<file path="config.mk">
export PLATFORM = sky130hd
export DESIGN_NAME = dsu_uart
export DESIGN_NICKNAME = d
export VERILOG_FILES = /design/src/pkg/dsu_pkg.sv /design/src/logic/dsu_uart.sv
export SDC_FILE = /design/constraint.sdc
export NUM_CORES = 1
export LEC_CHECK = 0
export BUFFER_PORTS_ARGS = -buffer_cell sky130_fd_sc_hd__buf_2
export CAP_MARGIN = 20
export CELL_PAD_IN_SITES_DETAIL_PLACEMENT = 1
export CELL_PAD_IN_SITES_GLOBAL_PLACEMENT = 1
export CORE_ASPECT_RATIO = 0.6
export CORE_UTILIZATION = 51
export DETAILED_ROUTE_END_ITERATION = 10
export PLACE_DENSITY_LB_ADDON = 0.15
export SETUP_SLACK_MARGIN = 0.05
export SLEW_MARGIN = 40
export SYNTH_ARGS = -nofsm -noshare
export SYNTH_HDL_FRONTEND = slang
export SYNTH_SLANG_ARGS = --single-unit
</file>
<file path="constraint.sdc">
create_clock -name i_clk -period 8.2 [get_ports i_clk]
set_input_delay 1.64 -clock i_clk [delete_from_list [all_inputs] [get_ports i_clk]]
set_output_delay 1.64 -clock i_clk [all_outputs]
set_load 0.05 [all_outputs]
</file>
<file path="src/pkg/dsu_pkg.sv">
package dsu_pkg;

  // register indices on the plain register port
  localparam logic [1:0] REG_FLAGS = 2'h0;
  localparam logic [1:0] REG_LOW   = 2'h1;
  localparam logic [1:0] REG_HIGH  = 2'h2;
  localparam logic [1:0] REG_DIV   = 2'h3;

  // line_state_flags bit positions
  localparam int FLAG_TX_ACTIVE  = 0;
  localparam int FLAG_TX_FULL    = 1;
  localparam int FLAG_RX_FULL    = 2;
  localparam int FLAG_RX_OVERRUN = 3;

  // divider fields and reset value
  localparam int            DIV_PRE_LSB = 8;
  localparam int            DIV_BIT_LSB = 0;
  localparam logic [15:0]   DIV_RESET   = 16'h0000;

  // character framing
  localparam int            DATA_BITS   = 8;
  localparam int            FRAME_BITS  = 10;

  typedef struct packed {
    logic       rx_overrun_flag;
    logic       rx_holding_full;
    logic       tx_holding_full;
    logic       tx_shifter_active;
  } dsu_flags_t;

  typedef struct packed {
    logic [7:0] prescale_divider;
    logic [7:0] bit_divider;
  } dsu_div_t;

endpackage

</file>
<file path="src/logic/dsu_uart.sv">
`timescale 1ns/1ps
// Overview of operation
// - status bit 3 set when new byte lands on unread data, else cleared
// - status bit 2 high while receive holding has unread byte
// - status bit 1 high while transmit holding is occupied
// - status bit 0 high while transmit shifter is sending
// - low-byte port read gives byte on 7:0, zeros on 15:8
// - reading received byte clears holding-full indication
// - receive interrupt pulses when byte moves into receive holding
// - low-byte port write sends only bits 7:0
// - write while idle loads shifter, pulses transmit interrupt, starts sending
// - write while busy, except in the stop bit's last cycle with holding empty, sets holding-full, byte waits for previous character
// - high-byte port acts like low-byte port on bits 15:8
// - divider register: prescale in 15-8, bit divider in 7-0
// - divider register resets to zero
// - bit rate is clock over (prescale plus 1) times bit divider
// - receiver samples on prescaler output ticks
// - falling edge on receive line starts a start bit
// - eight data bits sampled mid-bit, shifted in lsb first
// - good stop bit: store byte, interrupt, copy bit2 to bit3 unless a read comes in that cycle, set bit2
// - transmit holding empties when its byte enters the shifter
// - frame: low start, eight data lsb first, high stop, idle high
module dsu_uart (
  input  wire logic        i_clk,
  input  wire logic        i_rst,
  input  wire logic [1:0]  i_addr,
  input  wire logic [15:0] i_wdata,
  input  wire logic        i_wr,
  input  wire logic        i_rd,
  output logic      [15:0] o_rdata,
  input  wire logic        i_rxd,
  output logic             o_txd,
  output logic             o_tx_interrupt,
  output logic             o_rx_interrupt
);

  ////////////////////////////////////////////////////////////////////////
  // registers and shared state

  dsu_pkg::dsu_div_t   div_r;
  dsu_pkg::dsu_flags_t flags;
  logic [7:0]  pre_cnt_r;
  logic        pre_tick;
  logic [7:0]  tx_hold_r;
  logic        tx_full_r;
  logic [9:0]  tx_shift_r;
  logic [3:0]  tx_bits_r;
  logic [7:0]  tx_bcnt_r;
  logic        tx_active_r;
  logic        rx_meta_r;
  logic        rx_sync_r;
  logic        rx_prev_r;
  logic [7:0]  rx_hold_r;
  logic        rx_full_r;
  logic        rx_orun_r;
  logic [7:0]  rx_shift_r;
  logic [3:0]  rx_bits_r;
  logic [7:0]  rx_bcnt_r;
  logic        rx_done;
  logic        rx_good;
  logic        data_wr;
  logic        data_rd;
  logic        tx_load;
  logic        tx_end;

  typedef enum logic [1:0] {DSU_RX_IDLE, DSU_RX_START, DSU_RX_DATA, DSU_RX_STOP} dsu_rx_state_t;
  dsu_rx_state_t rx_state_r;

  // data port select: low port takes bits 7:0, high port bits 15:8
  function automatic logic [7:0] pick_byte(input logic [1:0] a, input logic [15:0] d);
    pick_byte = (a == dsu_pkg::REG_HIGH) ? d[15:8] : d[7:0];
  endfunction

  // clocks in one whole frame at the programmed divider, for the length check
  function automatic logic [19:0] frame_clks(input dsu_pkg::dsu_div_t d);
    frame_clks = 20'(dsu_pkg::FRAME_BITS) * (20'(d.prescale_divider) + 20'h0_0001) * 20'(d.bit_divider);
  endfunction

  assign data_wr = i_wr && (i_addr == dsu_pkg::REG_LOW || i_addr == dsu_pkg::REG_HIGH);
  assign data_rd = i_rd && (i_addr == dsu_pkg::REG_LOW || i_addr == dsu_pkg::REG_HIGH);

  ////////////////////////////////////////////////////////////////////////
  // divider register, reset to zero, fields as documented

  always_ff @(posedge i_clk or posedge i_rst) begin
    if (i_rst) begin
      div_r <= dsu_pkg::DIV_RESET;
    end else if (i_wr && i_addr == dsu_pkg::REG_DIV) begin
      div_r <= i_wdata;
    end
  end

  // prescaler: one tick every (prescale+1) clocks, feeds both bit timers
  always_ff @(posedge i_clk or posedge i_rst) begin
    if (i_rst) begin
      pre_cnt_r <= 8'h00;
    end else if (pre_cnt_r >= div_r.prescale_divider) begin
      pre_cnt_r <= 8'h00;
    end else begin
      pre_cnt_r <= pre_cnt_r + 8'h01;
    end
  end
  assign pre_tick = (pre_cnt_r >= div_r.prescale_divider);

  ////////////////////////////////////////////////////////////////////////
  // transmitter

  // start when shifter idle and either a direct write or a held byte waits;
  // a write in the stop bit's last cycle goes straight in unless a held byte waits; then the held byte goes in and the write is held
  assign tx_end  = tx_active_r && pre_tick && (tx_bcnt_r <= 8'h01) && (tx_bits_r == 4'h1);
  assign tx_load = (data_wr && (!tx_active_r || (tx_end && !tx_full_r))) || (tx_end && tx_full_r);

  // holding register: only used when the shifter is busy
  always_ff @(posedge i_clk or posedge i_rst) begin
    if (i_rst) begin
      tx_full_r <= 1'b0;
      tx_hold_r <= 8'h00;
    end else if (data_wr && tx_active_r && !tx_end) begin
      tx_full_r <= 1'b1;
      tx_hold_r <= pick_byte(i_addr, i_wdata);
    end else if (data_wr && tx_end && tx_full_r) begin
      tx_hold_r <= pick_byte(i_addr, i_wdata); // software broke the full rule; keep newest
    end else if (tx_end && tx_full_r) begin
      tx_full_r <= 1'b0;
    end else if (data_wr && tx_end) begin
      tx_full_r <= 1'b0;
    end
  end

  // shifter: stop,data,start; one bit per bit_divider prescaler ticks
  always_ff @(posedge i_clk or posedge i_rst) begin
    if (i_rst) begin
      tx_shift_r  <= 10'h3ff;
      tx_bits_r   <= 4'h0;
      tx_bcnt_r   <= 8'h00;
      tx_active_r <= 1'b0;
    end else if (tx_load) begin
      tx_shift_r  <= {1'b1, (tx_full_r ? tx_hold_r : pick_byte(i_addr, i_wdata)), 1'b0};
      tx_bits_r   <= 4'(dsu_pkg::FRAME_BITS);
      tx_bcnt_r   <= div_r.bit_divider;
      tx_active_r <= 1'b1;
    end else if (tx_end) begin
      tx_active_r <= 1'b0;
      tx_shift_r  <= 10'h3ff;
    end else if (tx_active_r && pre_tick) begin
      if (tx_bcnt_r <= 8'h01) begin
        tx_bcnt_r  <= div_r.bit_divider;
        tx_bits_r  <= tx_bits_r - 4'h1;
        tx_shift_r <= {1'b1, tx_shift_r[9:1]}; // lsb first
      end else begin
        tx_bcnt_r <= tx_bcnt_r - 8'h01;
      end
    end
  end

  assign o_txd = tx_shift_r[0]; // idles high from reset

  // interrupt pulse whenever a byte starts shifting
  always_ff @(posedge i_clk or posedge i_rst) begin
    if (i_rst) begin
      o_tx_interrupt <= 1'b0;
    end else begin
      o_tx_interrupt <= tx_load;
    end
  end

  ////////////////////////////////////////////////////////////////////////
  // receiver: pin is asynchronous, so two flops before any logic
  // all three reset to the idle level, so leaving reset fakes no start edge

  always_ff @(posedge i_clk or posedge i_rst) begin
    if (i_rst) begin
      rx_meta_r <= 1'b1;
      rx_sync_r <= 1'b1;
      rx_prev_r <= 1'b1;
    end else begin
      rx_meta_r <= i_rxd;
      rx_sync_r <= rx_meta_r;
      rx_prev_r <= rx_sync_r;
    end
  end

  // bit timer counts prescaler ticks; start waits half a bit to hit mid-bit
  assign rx_done = (rx_state_r == DSU_RX_STOP) && pre_tick && (rx_bcnt_r <= 8'h01);
  assign rx_good = rx_done && rx_sync_r;

  always_ff @(posedge i_clk or posedge i_rst) begin
    if (i_rst) begin
      rx_state_r <= DSU_RX_IDLE;
      rx_bcnt_r  <= 8'h00;
      rx_bits_r  <= 4'h0;
      rx_shift_r <= 8'h00;
    end else begin
      case (rx_state_r)
        DSU_RX_IDLE: begin
          if (rx_prev_r && !rx_sync_r) begin
            rx_state_r <= DSU_RX_START;
            rx_bcnt_r  <= {1'b0, div_r.bit_divider[7:1]};
          end
        end
        DSU_RX_START: begin
          if (pre_tick) begin
            if (rx_bcnt_r <= 8'h01) begin
              // a glitch that is gone by mid-start is not a start bit
              rx_state_r <= rx_sync_r ? DSU_RX_IDLE : DSU_RX_DATA;
              rx_bcnt_r  <= div_r.bit_divider;
              rx_bits_r  <= 4'(dsu_pkg::DATA_BITS);
            end else begin
              rx_bcnt_r <= rx_bcnt_r - 8'h01;
            end
          end
        end
        DSU_RX_DATA: begin
          if (pre_tick) begin
            if (rx_bcnt_r <= 8'h01) begin
              rx_shift_r <= {rx_sync_r, rx_shift_r[7:1]};
              rx_bcnt_r  <= div_r.bit_divider;
              rx_bits_r  <= rx_bits_r - 4'h1;
              if (rx_bits_r == 4'h1) begin
                rx_state_r <= DSU_RX_STOP;
              end
            end else begin
              rx_bcnt_r <= rx_bcnt_r - 8'h01;
            end
          end
        end
        DSU_RX_STOP: begin
          if (pre_tick) begin
            if (rx_bcnt_r <= 8'h01) begin
              rx_state_r <= DSU_RX_IDLE; // low stop drops the byte
            end else begin
              rx_bcnt_r <= rx_bcnt_r - 8'h01;
            end
          end
        end
        default: begin
          rx_state_r <= DSU_RX_IDLE;
        end
      endcase
    end
  end

  // holding register and its flags; a new byte wins over a same-cycle read
  // a read in the store cycle took the old byte, so that is no overrun
  always_ff @(posedge i_clk or posedge i_rst) begin
    if (i_rst) begin
      rx_hold_r <= 8'h00;
      rx_full_r <= 1'b0;
      rx_orun_r <= 1'b0;
    end else if (rx_good) begin
      rx_hold_r <= rx_shift_r;
      rx_orun_r <= rx_full_r && !data_rd;
      rx_full_r <= 1'b1;
    end else if (data_rd) begin
      rx_full_r <= 1'b0;
    end
  end

  always_ff @(posedge i_clk or posedge i_rst) begin
    if (i_rst) begin
      o_rx_interrupt <= 1'b0;
    end else begin
      o_rx_interrupt <= rx_good;
    end
  end

  ////////////////////////////////////////////////////////////////////////
  // read port: data valid in the cycle after the strobe
  // zero outside the answer cycle, so a stale word never looks valid

  always_comb begin
    flags.rx_overrun_flag   = rx_orun_r;
    flags.rx_holding_full   = rx_full_r;
    flags.tx_holding_full   = tx_full_r;
    flags.tx_shifter_active = tx_active_r;
  end

  always_ff @(posedge i_clk or posedge i_rst) begin
    if (i_rst) begin
      o_rdata <= 16'h0000;
    end else if (!i_rd) begin
      o_rdata <= 16'h0000;
    end else if (i_addr == dsu_pkg::REG_FLAGS) begin
      o_rdata <= {12'h000, flags};
    end else if (i_addr == dsu_pkg::REG_LOW) begin
      o_rdata <= {8'h00, rx_hold_r};
    end else if (i_addr == dsu_pkg::REG_HIGH) begin
      o_rdata <= {rx_hold_r, 8'h00};
    end else begin
      o_rdata <= div_r;
    end
  end

  ////////////////////////////////////////////////////////////////////////
  // checks

  // receiver checks
  a_rx_irq_full: assert property (@(posedge i_clk) disable iff (i_rst)
    rx_good |=> (o_rx_interrupt && rx_full_r))
    else $error("rx byte did not raise full and irq");
  a_rx_overrun_copy: assert property (@(posedge i_clk) disable iff (i_rst)
    (rx_good && !data_rd) |=> (rx_orun_r == $past(rx_full_r)))
    else $error("overrun not copy of full");
  a_rx_read_clear: assert property (@(posedge i_clk) disable iff (i_rst)
    (data_rd && !rx_good) |=> !rx_full_r)
    else $error("read did not clear full");
  a_rx_bad_stop: assert property (@(posedge i_clk) disable iff (i_rst)
    (rx_done && !rx_sync_r && !data_rd) |=> ($stable(rx_full_r) && $stable(rx_orun_r) && $stable(rx_hold_r)))
    else $error("bad stop changed flags");
  a_rx_full_keep: assert property (@(posedge i_clk) disable iff (i_rst)
    (rx_full_r && !data_rd) |=> rx_full_r)
    else $error("unread byte lost its full flag");
  a_rx_orun_keep: assert property (@(posedge i_clk) disable iff (i_rst)
    !rx_good |=> $stable(rx_orun_r))
    else $error("overrun changed without a stored byte");

  // transmitter checks
  a_tx_idle_start: assert property (@(posedge i_clk) disable iff (i_rst)
    (data_wr && !tx_active_r) |=> (tx_active_r && !tx_full_r && o_tx_interrupt && !o_txd))
    else $error("idle write did not start");
  a_tx_busy_hold: assert property (@(posedge i_clk) disable iff (i_rst)
    (data_wr && tx_active_r && !tx_end) |=> tx_full_r)
    else $error("busy write not held");
  a_tx_end_write: assert property (@(posedge i_clk) disable iff (i_rst)
    (data_wr && tx_end && !tx_full_r) |=> (tx_active_r && !tx_full_r && o_tx_interrupt && !o_txd))
    else $error("write at frame end was lost");
  a_tx_hold_moves: assert property (@(posedge i_clk) disable iff (i_rst)
    (tx_end && tx_full_r && !data_wr) |=> (!tx_full_r && tx_active_r && o_tx_interrupt))
    else $error("held byte did not start");
  a_tx_full_keep: assert property (@(posedge i_clk) disable iff (i_rst)
    (tx_full_r && !tx_end) |=> tx_full_r)
    else $error("held byte flag dropped early");
  a_tx_active_keep: assert property (@(posedge i_clk) disable iff (i_rst)
    (tx_active_r && !tx_end) |=> tx_active_r)
    else $error("shifter stopped inside a frame");
  a_tx_idle_line: assert property (@(posedge i_clk) disable iff (i_rst)
    !tx_active_r |-> o_txd)
    else $error("line not high when idle");
  a_tx_stop_high: assert property (@(posedge i_clk) disable iff (i_rst)
    tx_end |-> o_txd)
    else $error("stop bit not high");

  // helper for the frame-length check: clocks since the frame was loaded
  logic [19:0] tx_clks_r;
  always_ff @(posedge i_clk or posedge i_rst) begin
    if (i_rst) begin
      tx_clks_r <= 20'h0_0000;
    end else if (tx_load) begin
      tx_clks_r <= 20'h0_0001;
    end else if (tx_active_r) begin
      tx_clks_r <= tx_clks_r + 20'h0_0001;
    end
  end

  // the first tick after a load may come up to prescale_divider clocks early, so a frame may run that much short
  a_tx_frame_len: assert property (@(posedge i_clk) disable iff (i_rst)
    tx_end |-> ((tx_clks_r <= frame_clks(div_r)) && (tx_clks_r + 20'(div_r.prescale_divider) >= frame_clks(div_r))))
    else $error("frame length off the divider product");

  // register port checks
  a_div_read: assert property (@(posedge i_clk) disable iff (i_rst)
    (i_rd && i_addr == dsu_pkg::REG_DIV) |=> (o_rdata == $past(div_r)))
    else $error("divider readback wrong");
  a_div_write: assert property (@(posedge i_clk) disable iff (i_rst)
    (i_wr && i_addr == dsu_pkg::REG_DIV) |=> (div_r == $past(i_wdata)))
    else $error("divider write not taken");
  a_low_read: assert property (@(posedge i_clk) disable iff (i_rst)
    (i_rd && i_addr == dsu_pkg::REG_LOW) |=> (o_rdata == {8'h00, $past(rx_hold_r)}))
    else $error("low port read wrong");
  a_high_read: assert property (@(posedge i_clk) disable iff (i_rst)
    (i_rd && i_addr == dsu_pkg::REG_HIGH) |=> (o_rdata == {$past(rx_hold_r), 8'h00}))
    else $error("high port read wrong");
  a_flags_read: assert property (@(posedge i_clk) disable iff (i_rst)
    (i_rd && i_addr == dsu_pkg::REG_FLAGS) |=> (o_rdata == {12'h000, $past(flags)}))
    else $error("status read wrong");

endmodule

</file>
==> flow_summary.json <==
{
  "finalSetupTns_ps": 0,
  "drt.antenna.violating_nets": 0,
  "track_usage_pct": 29.6,
  "ys_ff_latch": 108,
  "cp_top_family": "simple AND/OR/NAND/NOR gates",
  "crit_path_start": "i_addr[0]",
  "synth.area.top_cells": "dfrtp_1 43%, ha_1 5.8%, dfstp_2 5.7%",
  "clockBufferDepth": 2,
  "h-tree-depth": 3,
  "syn_to_final_growth_pct": 11.1,
  "cpMaxStageDelayCell": "nor2_1",
  "grt_max_degree": 56,
  "hpwlAfterDp_um": 10700,
  "synthDominantCellAreaShare_pct": 43.1,
  "dr.pass1.iters": 5,
  "core_um2": 10600,
  "period_minus_slack_ps": 3330,
  "synth_edf_count": 0,
  "tritoncts": "yes",
  "ir_worst_vdd_mv": 0.143,
  "yosys_warnings": 0,
  "clk_latency_ps": 360,
  "ys_seq_area_share_pct": 48.8,
  "endpoint_kind": "flop",
  "syn-instance-count": 538,
  "critPathMaxStageDelay_ps": 560,
  "maxSlewHeadroom_pct": 47.2,
  "cp_common_cell": "nor2_1",
  "fin_cells": 715,
  "rsz0062_at_grt": "no",
  "cts-root-buf": "clkbuf_16",
  "worstSetupStartpointType": "primary input",
  "finalSetupViolCount": 0,
  "clock_sinks": 108,
  "vias": 4341,
  "drc": 0,
  "cts_setup_buffers": 0,
  "cts_resized": 0,
  "hold_viol_final": 0,
  "portBuffers": 41,
  "wirelength_um": 15200,
  "fmax_mhz": 300,
  "die_x_um": 137,
  "outcome": "finished, final reports clean",
  "synth_cell_types": 61,
  "numCtsBuffers": 9,
  "drtIter0Drc": 326,
  "syn_area_um2": 5570,
  "wl_per_cell_um": 21.2,
  "gr-total-overflow": 0,
  "synth.largest_area_cell": "dfrtp_1",
  "rows": 29,
  "n_antenna_cell": 0,
  "hold_ws_ps": 366,
  "async_flop_share_pct": 100,
  "slew_violations": 0,
  "path_max_fanout": 14,
  "worstHoldStart": "rx_meta_r",
  "hold_buffers": 0,
  "path_buf_inv": 2,
  "clk_pin_slew_ps": 80,
  "antenna_found_initial": 0,
  "place.gp.congestion": 0.808,
  "worstMarginPinSlew_ps": 790,
  "arrival_ps": 3580,
  "io_pins": 42,
  "avgSynthCellArea_um2": 10.4,
  "fillers": 1181,
  "grt_first_pass_wirelength_um": 25300,
  "period_share_pct": 40.7,
  "path_cells": "buf_2 -> inv_1 -> ha_1 -> nand2_1 -> nor2_1 -> nor2_2 -> nor2_1 -> a41oi_1 -> o22a_1",
  "placed_cells": 699,
  "power.total_mw": 1.71,
  "drive_above_1_share_pct": 19.3,
  "synth_nets": 587,
  "viasPerCell": 6.07,
  "leakage_nw": 2.91,
  "p_per_area_nw_per_um2": 276,
  "path_class": "primary input to flop",
  "ys.flop_type": "dfrtp_1",
  "die_area_um2": 11400,
  "grt_pass1_vias": 4584,
  "drv_cap": 0,
  "r2r-start": "pre_cnt_r[0]",
  "postLayoutCoreUtil_pct": 58.4,
  "die_y_um": 82.9,
  "initial_utilization_pct": 52.6,
  "fin_skew_ps": 9.81,
  "required_ps": 8440,
  "nets": 620,
  "hp-class": "flop to flop"
}
cell usage in the layout, fill, tap and decap left out, drive strengths merged, types with 7 or more instances in the layout:
master and n:
a21oi 29, buf 45, clkbuf 9, dfrtp 96, dfstp 12, ha 26, inv 37, mux2 35
mux2i 21, nand2 30, nand3 11, nand3b 8, nor2 67, nor3 15, nor3b 10, o21ai 23
o221ai 7, o31ai 7
kinds of logic after synthesis:
kind of cell	share of synthesized area [%]
buffers and inverters	4.02
DFF	48.8
muxes	10.9
xor gates and xnor gates	1.10
adders and majority gates	5.84
AOI/OAI and AO/OA	14.4
and+or+nand+nor	15.0
where the power goes:
group / total (mW) / internal, mW / leakage, nW / switching [mW]
Sequential: 0.729 / 0.620 / 1.35 / 0.109
Combinational: 0.537 / 0.211 / 1.41 / 0.326
Clock: 0.441 / 0.217 / 0.147 / 0.224
state kept, by name, summed over array words and instances (netlist names), 8 cells and up, named ones only:
register    cells
div_r          16
o_rdata        16
pre_cnt_r       8
rx_bcnt_r       8
rx_hold_r       8
rx_shift_r      8
tx_bcnt_r       8
tx_hold_r       8
tx_shift_r      9
worst paths after layout:
check | endpoint | slack (ps) | cells past startpoint
min reg2reg | rx_sync_r | 370 | 0
min | rx_sync_r | 370 | 0
max in group asynchronous | rx_bcnt_r[4] | 5650 | 3
max reg2reg | tx_bits_r[3] | 5160 | 8
max | tx_bcnt_r[4] | 4870 | 9
min in group asynchronous | rx_shift_r[5] | 1380 | 2
synth_stat cells (all sizes together), types with 3 or more instances:
library cell	n
and3	5
a21o	3
o31ai	7
nand4	3
nand3	11
a2bb2oi	4
ha	26
mux2i	21
or3	6
buf	9
nor3	15
nand2	30
nand3b	8
o22ai	4
a21oi	29
o211a	3
a211oi	6
dfstp	12
o211ai	5
dfrtp	96
nor2	67
xor2	5
nand2b	4
clkbuf	14
a22o	3
o21ai	23
or2	3
inv	33
a31oi	4
mux2	35
o221ai	7
o22a	4
nor3b	10
final cells by class:
class                           instances  area (um^2)  area share (%)
Multi-Input combinational cell        374         2630            42.5
Sequential cell                       108         2720            43.9
Tap cell                              139          174            2.81
Clock inverter                          7         73.8            1.19
Inverter                               33          129            2.08
Clock buffer                            9          225            3.64
Timing Repair Buffer                   45          235            3.80
metrics by stage:
step | cell area (um^2) | setup slack [ps]
floorplan | 5570 | 3730
global placement | 5880 | 4460
detailed placement | 5880 | 4350
CTS | 6180 | 4700
global route | 6180 | 4690
finish | 6180 | 4870
metal layers:
metal  global-route usage, %  up-vias  share of wire (%)
met2                    45.5      118                 46
met5                       0        -                  0
li1                        -     1981                  -
met1                    43.4     2227                 48
met3                    4.70       15                4.5
met4                    8.29        0                1.6
(Power assumes the default switching activity.)
